[config.mk]
export PLATFORM = sky130hd
export DESIGN_NAME = clock_multiplier_control
export DESIGN_NICKNAME = d
export VERILOG_FILES = /design/src/rtl/clock_mult_pkg.sv /design/src/rtl/clock_multiplier_control.sv
export SDC_FILE = /design/constraint.sdc
export NUM_CORES = 1
export LEC_CHECK = 0
export ABC_AREA = 1
export BUFFER_PORTS_ARGS = -buffer_cell sky130_fd_sc_hd__buf_2
export CORE_AREA = 8 8 83 115
export CTS_CLUSTER_SIZE = 24
export DETAILED_ROUTE_END_ITERATION = 10
export DIE_AREA = 0 0 91 123
export SLEW_MARGIN = 10
export SYNTH_ARGS = -nofsm -noshare
export SYNTH_HDL_FRONTEND = slang
export SYNTH_SLANG_ARGS = --single-unit
[constraint.sdc]
create_clock -name clk_sys -period 2.4 [get_ports clk_sys]
set_clock_uncertainty 0.2 [all_clocks]
set_input_delay 0.48 -clock clk_sys [delete_from_list [all_inputs] [get_ports clk_sys]]
set_output_delay 0.48 -clock clk_sys [all_outputs]
set_load 0.03 [all_outputs]
[src/rtl/clock_mult_pkg.sv]
// constants, field layout and types of the clock multiplier control block
// Operation
// - output is four times the input clock times the selected scale factor
// - input is external oscillator, internal halved, or external halved
// - base outputs are internal times two, external times two, external times four
// - software polls ready; device raises ready only once stabilized
// - slow input gives four fast pulses per input edge, then holds
// - initialize is zero when enabling; writing one once enabled starts initialization
// - ready bit five is read-only and reports lock status
// - scaling code 000 gives factor one, code 100 gives one half
package clock_mult_pkg;
  // ==========================================================================
  // register map
  localparam logic [7:0] CLOCK_MULT_CONTROL_ADDR = 8'hAB;
  localparam logic [7:0] CLOCK_MULT_CONTROL_RESET = 8'h00;
  localparam int ENABLE_BIT = 7;
  localparam int INIT_BIT = 6;
  localparam int READY_BIT = 5;
  localparam int SCALE_LSB = 2;
  localparam int SELECT_LSB = 0;
  // ==========================================================================
  // timing
  localparam int CLK_PERIOD_NS = 40;
  localparam int LOCK_TIME_NS = 1000;
  localparam int LOCK_CYCLES = (LOCK_TIME_NS + CLK_PERIOD_NS - 1) / CLK_PERIOD_NS;
  // credits per input edge: four pulses times the scale numerator two
  localparam logic [5:0] EDGE_CREDITS = 6'h08;
  localparam logic [5:0] CREDIT_MAX = 6'h30;
  // ==========================================================================
  // field encodings
  typedef enum logic [1:0] {
    SEL_INT_HALF = 2'b00,
    SEL_EXT_FULL = 2'b01,
    SEL_EXT_HALF = 2'b10,
    SEL_RESERVED = 2'b11
  } input_select_type;
  typedef enum logic [1:0] {
    ST_OFF = 2'b00,
    ST_LOCKING = 2'b01,
    ST_LOCKED = 2'b10
  } lock_state_type;
  typedef struct packed {
    logic mult_enable;
    logic mult_initialize;
    logic [2:0] mult_output_scale;
    input_select_type mult_input_select;
  } control_type;
  typedef struct packed {
    logic [7:0] addr;
    logic wr;
    logic rd;
    logic [7:0] wdata;
  } sfr_req_type;
endpackage : clock_mult_pkg

[src/rtl/clock_multiplier_control.sv]
// control register, lock sequencing and pulse generation of the clock multiplier
`timescale 1ns/10ps
module clock_multiplier_control
  import clock_mult_pkg::*;
#(
  parameter int LOCK_COUNT = LOCK_CYCLES
) (
  input wire logic clk_sys,
  input wire logic reset_n,
  input wire sfr_req_type sfr_req,
  output logic [7:0] sfr_rdata,
  input wire logic int_osc,
  input wire logic ext_osc,
  output logic mult_ready_flag,
  output logic mult_clk_pulse
);
  // ==========================================================================
  // state
  control_type ctrl_r, ctrl_nxt;
  lock_state_type state_r, state_nxt;
  logic [12:0] lock_cnt_r, lock_cnt_nxt;
  logic [7:0] rdata_r, rdata_nxt;
  logic ready_r, ready_nxt;
  logic int_q_r, int_q_nxt, ext_q_r, ext_q_nxt;
  logic half_r, half_nxt;
  logic [5:0] credit_r, credit_nxt;
  logic pulse_r, pulse_nxt;
  logic wr_hit, init_req, src_rise, src_level, src_prev;
  logic [5:0] denom;
  logic [5:0] credit_sum;

  assign wr_hit = sfr_req.wr && (sfr_req.addr == CLOCK_MULT_CONTROL_ADDR);
  // initialize only counts while already enabled
  assign init_req = wr_hit && ctrl_r.mult_enable && sfr_req.wdata[ENABLE_BIT] && sfr_req.wdata[INIT_BIT];

  // ==========================================================================
  // control register and lock sequencing
  always_comb begin
    ctrl_nxt = ctrl_r;
    state_nxt = state_r;
    lock_cnt_nxt = lock_cnt_r;
    rdata_nxt = 8'h00;
    if (wr_hit) begin
      // ready bit is not stored from the write data
      ctrl_nxt.mult_enable = sfr_req.wdata[ENABLE_BIT];
      ctrl_nxt.mult_initialize = sfr_req.wdata[INIT_BIT];
      ctrl_nxt.mult_output_scale = sfr_req.wdata[SCALE_LSB +: 3];
      ctrl_nxt.mult_input_select = input_select_type'(sfr_req.wdata[SELECT_LSB +: 2]);
    end
    case (state_r)
      ST_OFF: begin
        if (init_req) begin
          state_nxt = ST_LOCKING;
          lock_cnt_nxt = 13'h0000;
        end
      end
      ST_LOCKING: begin
        if (lock_cnt_r == 13'(LOCK_COUNT - 1)) begin
          state_nxt = ST_LOCKED;
        end else begin
          lock_cnt_nxt = lock_cnt_r + 13'h0001;
        end
      end
      ST_LOCKED: begin
        if (init_req) begin
          state_nxt = ST_LOCKING;
          lock_cnt_nxt = 13'h0000;
        end
      end
      default: begin
        state_nxt = ST_OFF;
      end
    endcase
    // clearing enable drops lock at once
    if (!ctrl_nxt.mult_enable) begin
      state_nxt = ST_OFF;
    end
    ready_nxt = (state_nxt == ST_LOCKED);
    if (sfr_req.rd && sfr_req.addr == CLOCK_MULT_CONTROL_ADDR) begin
      rdata_nxt = {ctrl_r.mult_enable, ctrl_r.mult_initialize, ready_r,
                   ctrl_r.mult_output_scale, ctrl_r.mult_input_select};
    end
  end

  always_ff @(posedge clk_sys) begin
    if (!reset_n) begin
      // the stored fields skip the read-only ready bit
      ctrl_r <= control_type'({CLOCK_MULT_CONTROL_RESET[7:6], CLOCK_MULT_CONTROL_RESET[4:0]});
      state_r <= ST_OFF;
      lock_cnt_r <= 13'h0000;
      rdata_r <= 8'h00;
      ready_r <= 1'b0;
    end else begin
      ctrl_r <= ctrl_nxt;
      state_r <= state_nxt;
      lock_cnt_r <= lock_cnt_nxt;
      rdata_r <= rdata_nxt;
      ready_r <= ready_nxt;
    end
  end

  // ==========================================================================
  // input selection and scaling
  always_comb begin
    case (ctrl_r.mult_input_select)
      SEL_INT_HALF: begin
        src_level = int_osc;
        src_prev = int_q_r;
      end
      SEL_EXT_FULL, SEL_EXT_HALF: begin
        src_level = ext_osc;
        src_prev = ext_q_r;
      end
      default: begin
        src_level = 1'b0;
        src_prev = 1'b0;
      end
    endcase
    // factor is 2/denom
    case (ctrl_r.mult_output_scale)
      3'b000, 3'b001: denom = 6'h02;
      3'b010, 3'b011: denom = 6'h03;
      3'b100: denom = 6'h04;
      3'b101: denom = 6'h05;
      3'b110: denom = 6'h06;
      3'b111: denom = 6'h07;
      default: denom = 6'h02;
    endcase
  end

  // ==========================================================================
  // pulse generation: each counted edge buys four pulses times the factor
  always_comb begin
    int_q_nxt = int_osc;
    ext_q_nxt = ext_osc;
    half_nxt = half_r;
    src_rise = 1'b0;
    if (src_level && !src_prev) begin
      if (ctrl_r.mult_input_select == SEL_EXT_FULL) begin
        src_rise = 1'b1;
      end else begin
        half_nxt = !half_r;
        src_rise = half_r;
      end
    end
    credit_sum = (src_rise && credit_r <= CREDIT_MAX) ? credit_r + EDGE_CREDITS : credit_r;
    pulse_nxt = 1'b0;
    credit_nxt = credit_sum;
    if (credit_sum >= denom) begin
      pulse_nxt = 1'b1;
      credit_nxt = credit_sum - denom;
    end
    if (!ready_r || ctrl_r.mult_input_select == SEL_RESERVED) begin
      credit_nxt = 6'h00;
      pulse_nxt = 1'b0;
      half_nxt = 1'b0;
    end
  end

  always_ff @(posedge clk_sys) begin
    if (!reset_n) begin
      int_q_r <= 1'b0;
      ext_q_r <= 1'b0;
      half_r <= 1'b0;
      credit_r <= 6'h00;
      pulse_r <= 1'b0;
    end else begin
      int_q_r <= int_q_nxt;
      ext_q_r <= ext_q_nxt;
      half_r <= half_nxt;
      credit_r <= credit_nxt;
      pulse_r <= pulse_nxt;
    end
  end

  assign sfr_rdata = rdata_r;
  assign mult_ready_flag = ready_r;
  assign mult_clk_pulse = pulse_r;
endmodule : clock_multiplier_control

* Word level (Yosys, flattened, before mapping)
Memory sizes are Yosys's and may differ from the RTL's. A register that Yosys moved wholly into a read port is not among the register bits. Cells that the tools add are included. Widths: inputs -> output; s select.
Storage, ports and cells: register bits 41, ROM bits 24, bits of input ports 22, word-level logic and storage cells 68, memories 1
Cells by class: add/sub/neg operators 3, $lt $le $gt $ge 2, equal/unequal tests 10, mux-type cells 17, bitwise gates (word level) 2, reduce and logical (&&, ||, !) cells 20
Memory list:
- (no name shown) | words 8, width 3, read ports 1, clocked after memory_dff 1, write ports 0, line clock_multiplier_control.sv:120 | case (ctrl_r.mult_output_scale)
Operators by type and width (number):
- $mux 13 | 2
- $pmux 13 s2 | 1
- $add 13x1->13 const B | 1
- $eq 13x5->1 const B | 1
- $mux 6 | 2
- $eq 2x2->1 const B | 4
- $eq 8x8->1 const B | 1
- $logic_and 1x1->1 | 7
- $mux 7 | 1
- $add 6x4->6 const B | 1
- $ge 6x6->1 | 1
- $le 6x6->1 const B | 1
- $mux 2 | 3
- $mux 3 | 2
- $reduce_or 2->1 | 3
- $sub 6x6->6 | 1
- $eq 2x1->1 const B | 2
- $logic_not 2->1 | 2
- $pmux 1 s2 | 2
- $pmux 2 s2 | 1
- $reduce_and 2->1 | 2
- $logic_not 1->1 | 3
- $mux 1 | 3
- $reduce_and 3->1 | 1
- other kinds (5) | 6

* Logic depth before layout (Yosys ltp)
depth after elaboration 10, mapped depth 15, depth with buffers taken out 15

* Worst setup path after synthesis
OpenSTA, ideal clock, no wires.
path type register to register, start point register ctrl_r[0] (netlist name), end point register credit_r[4], library setup time 116 ps, arrival 1676 ps, slack 408 ps, stages on the path, launching flop included 13, cells stage by stage dfxtp_1 inv_1 ha_1 nand2_1 nand3_1 nor2_4 nand3_1 nand2_1 nand3_2 nor2_4 nand2_1 nand2_1 nor2_1
Between the ends: longest elaborated chain between the ends 10, elaborated cells on any way between the ends 18, classes of those cells add/sub (1); order compare (1); eq/ne (3); mux (6); reduce/logical (7)
RTL lines:
- start, declared | line clock_multiplier_control.sv:19 | control_type ctrl_r, ctrl_nxt;
- start signal, assigned | line clock_multiplier_control.sv:88 | ctrl_r <= control_type'({CLOCK_MULT_CONTROL_RESET[7:6], CLOCK_MULT_CONTROL_RESET[4:0]});
- start signal, assigned | line clock_multiplier_control.sv:94 | ctrl_r <= ctrl_nxt;
- $eq 2x1->1 or $eq 2x2->1 (tied branches) | line clock_multiplier_control.sv:105, clock_multiplier_control.sv:139
- $reduce_or 2->1 | line clock_multiplier_control.sv:105 | case (ctrl_r.mult_input_select)
- $pmux 1 s2 | line clock_multiplier_control.sv:105
- $logic_not 1->1 | line clock_multiplier_control.sv:138 | if (src_level && !src_prev) begin
- $logic_and 1x1->1 | line clock_multiplier_control.sv:138
- $mux 1 | line clock_multiplier_control.sv:138
- $logic_and 1x1->1 | line clock_multiplier_control.sv:146 | credit_sum = (src_rise && credit_r <= CREDIT_MAX) ? credit_r + EDGE_CREDITS : credit_r;
- $mux 6 | line clock_multiplier_control.sv:146
- $sub 6x6->6 or $ge 6x6->1 (tied branches) | line clock_multiplier_control.sv:151, clock_multiplier_control.sv:149
- $mux 6 | line clock_multiplier_control.sv:149 | if (credit_sum >= denom) begin
- end signal, assigned | line clock_multiplier_control.sv:171 | credit_r <= credit_nxt;
- end, declared | line clock_multiplier_control.sv:26 | logic [5:0] credit_r, credit_nxt;
Parallel ways exist; a longest one is shown, timed or not. A chain may end at the register's enable or synchronous reset.

* Final worst setup path
start point register ctrl_r[0] (netlist name), end point register credit_r[1]
The elaborated chain is that of the path after synthesis.

==> flow_summary.yaml <==
run_status:
  outcome: "completed"
global_routing:
  antenna_found_initial: 0
  grtUsageTotal_pct: 9.19
  grt_max_degree: 19
  grt_pass1_vias: 1952
  grt_pass1_wl_um: 8480
  grt_overflow_total: 0
clock_network:
  cts_buffers: 5
  clk_path_buf_depth: 2
  cts_tree: "built"
  htree_num_levels: 2
  cts_root_buffer: "clkbuf_16"
  clk_latency_ps: 280
  cts_sinks: 44
  path_clk_slew_ps: 60
sta:
  fmax_mhz: 454
  finalMaxSlewViolations: 0
  tns_ps: 0
  setup_violations: 0
  rsz0062_at_grt: "false"
  relSlewSlack_pct: 70.0
  worst_slew_pin_slew_ps: 447
  hold_viol_final: 0
  fin_crit_sh_pct: 91.8
  fin_crit_ps: 2200
layout:
  diodes: 0
  drive_above_1_share_pct: 20.2
  area_growth_pct: 19.6
  fin_nets: 378
  layout_common_cells: "nand2_1 (69), nor2_1 (47), dfxtp_1 (44)"
  final_common_cell: "nand2_1"
  finish.instance_area_mm2: 0.00273
  nFillCells: 863
critical_path:
  worst_setup_path_start_kind: "register"
  cp_cell_sequence: "inv_1 -> ha_1 -> nand2_1 -> nand3_1 -> nor2_4 -> nand3_1 -> nand2_2 -> nand3_2 -> nor2_4 -> buf_12 -> nand3_1 -> nand2_1 -> nor2_1"
  critPathSlowestCell: "dfxtp_1"
  crit_path_frequent_cell: "nand3_1"
  cp.arrival_ps: 2180
  max_stage_delay_ps: 350
  required_ps: 2380
  crit_fanout: 6
  r2r.worst_path.cells: 13
  path_class: "register to register"
  worst_setup_path_end_kind: "register"
logic_synthesis:
  yosysWarnings: 0
  syn_area_mm2: 0.00228
  synth_seq_area_share_pct: 38.6
  synth-seq-cells: 44
  syn_area_per_cell_um2: 7.33
  syn_inst: 311
  syn_nets: 343
  ys_types: 34
pwr:
  irDropWorstVdd_mv: 0.236
  totalPowerFinal_w: 0.00154
  leakagePower_nw: 1.19
  power.density_mw_per_mm2: 563
die:
  dieArea_mm2: 0.0112
  coreArea_mm2: 0.00791
  start_util_pct: 28.8
  std_cell_rows: 39
  die_y_um: 123
  ioPinCount: 32
  die_x_um: 91
detailed_routing:
  via_per_inst: 4.37
  drt_iter0_markers: 81
  dr.pass1.iters: 4
  vias: 1963
  detail-route-antenna-nets: 0
  wl_um: 5030
  remaining_drc_errors: 0
  post_drt_wl_per_cell_um: 11.2
placement:
  gp_congestion: 0.867
  portBuffers: 30
  dpl_cell_area_mm2: 0.00254
  dp_hpwl_um: 3890
flow_run:
  cap_violations: 0
worst_hold_path:
  min_path_type: "input pin to register"
  hold_path_depth: 3
[flip-flops by register name, summed over array words and instances, names as in the netlist]
name / count
credit_r: 6
ctrl_r: 7
ext_q_r: 1
half_r: 1
lock_cnt_r: 13
mult_ready_flag: 1
sfr_rdata: 8
int_q_r: 1
state_r: 2
mult_clk_pulse: 1
denom: 3
[power breakdown]
part / switching (W) / leakage [nW] / internal [W]
Clock: 0.000270 / 0.0808 / 0.000489
Sequential: 0.000000609 / 0.355 / 0.000732
Combinational: 0.0000248 / 0.755 / 0.0000182
Total: 0.000295 / 1.19 / 0.00124
[routing by layer]
layer  vias to the layer above  track usage (%)  wire (um)
met5                         -                0          0
met4                         0             3.08         66
met3                         5             1.94        131
met2                        27             18.6       2780
met1                       889             8.92       2050
li1                       1042                -          -
[kinds of logic (layout without fill, tap and decap cells)]
| logic type | after synthesis | after routing | synth area share, % |
|---|---|---|---|
| buffers and inverters | 51 | 87 | 9.17 |
| xor gates and xnor gates | 12 | 12 | 4.61 |
| AOI/OAI and AO/OA | 33 | 33 | 9.93 |
| adders and majority gates | 10 | 10 | 5.82 |
| and+or+nand+nor | 161 | 161 | 31.8 |
| DFF | 44 | 44 | 38.6 |
[final timing paths]
| check | slack [ps] | startpoint | end |
|---|---|---|---|
| worst max-delay path | 200 | ctrl_r[0] | credit_r[1] |
| worst max register to register | 200 | ctrl_r[0] | credit_r[1] |
| worst min register to register | 240 | ctrl_r[5] | sfr_rdata[6] |
| worst min-delay path | 200 | ext_osc | ext_q_r |
[synthesized netlist by cell type (all sizes together)]
cell,instances,share of area (%)
a21oi,20,5.7
ha,9,4.9
a21o,1,0.33
nand2,77,14
and2,1,0.38
nor3b,1,0.33
inv,45,7.4
nor3,6,1.8
nand4,6,1.6
nand3b,1,0.33
dfxtp,44,39
fa,1,0.88
a211oi,7,2.5
xor2,11,4.2
o211ai,1,0.33
nor2,51,9.5
o21ai,4,1.0
clkbuf,2,0.33
nor4,1,0.27
buf,4,1.4
nand3,17,4.0
xnor2,1,0.38
[cell type report]
type                       count  area, um^2  share of cell area (%)
clock inverter                 2        35.0                    1.28
timing repair buffer          34         193                    7.07
sequential                    44         881                    32.3
clock buffer                   6         129                    4.73
inverter                      45         169                    6.20
multi-input combinational    216        1190                    43.7
tap                          102         128                    4.68
[worst max-delay path: cells and delay by family (launching register included)]
family,cells,cell delay (ps)
simple gates,10,1040
flops,1,350
fa+ha+maj,1,310
buf+inv,2,200
[timing repair]
action	in CTS	in global routing
buffers inserted	0	1
endpoints found under the setup margin	0	4
resized for setup	0	1
hold buffers	0	0
[through the flow]
stage | setup WS (ps) | utilization [%] | hold WS (ps) | std cells
floorplan | 408 | - | 216 | 311
global placement | 213 | 32.1 | 227 | 440
detailed placement | 169 | 32.1 | 234 | 440
CTS | 156 | 34.2 | 195 | 448
global route | 10.6 | 34.5 | 221 | 449
finish | 197 | 34.5 | 196 | 449
Note: power is estimated with default switching activity, not from simulation.
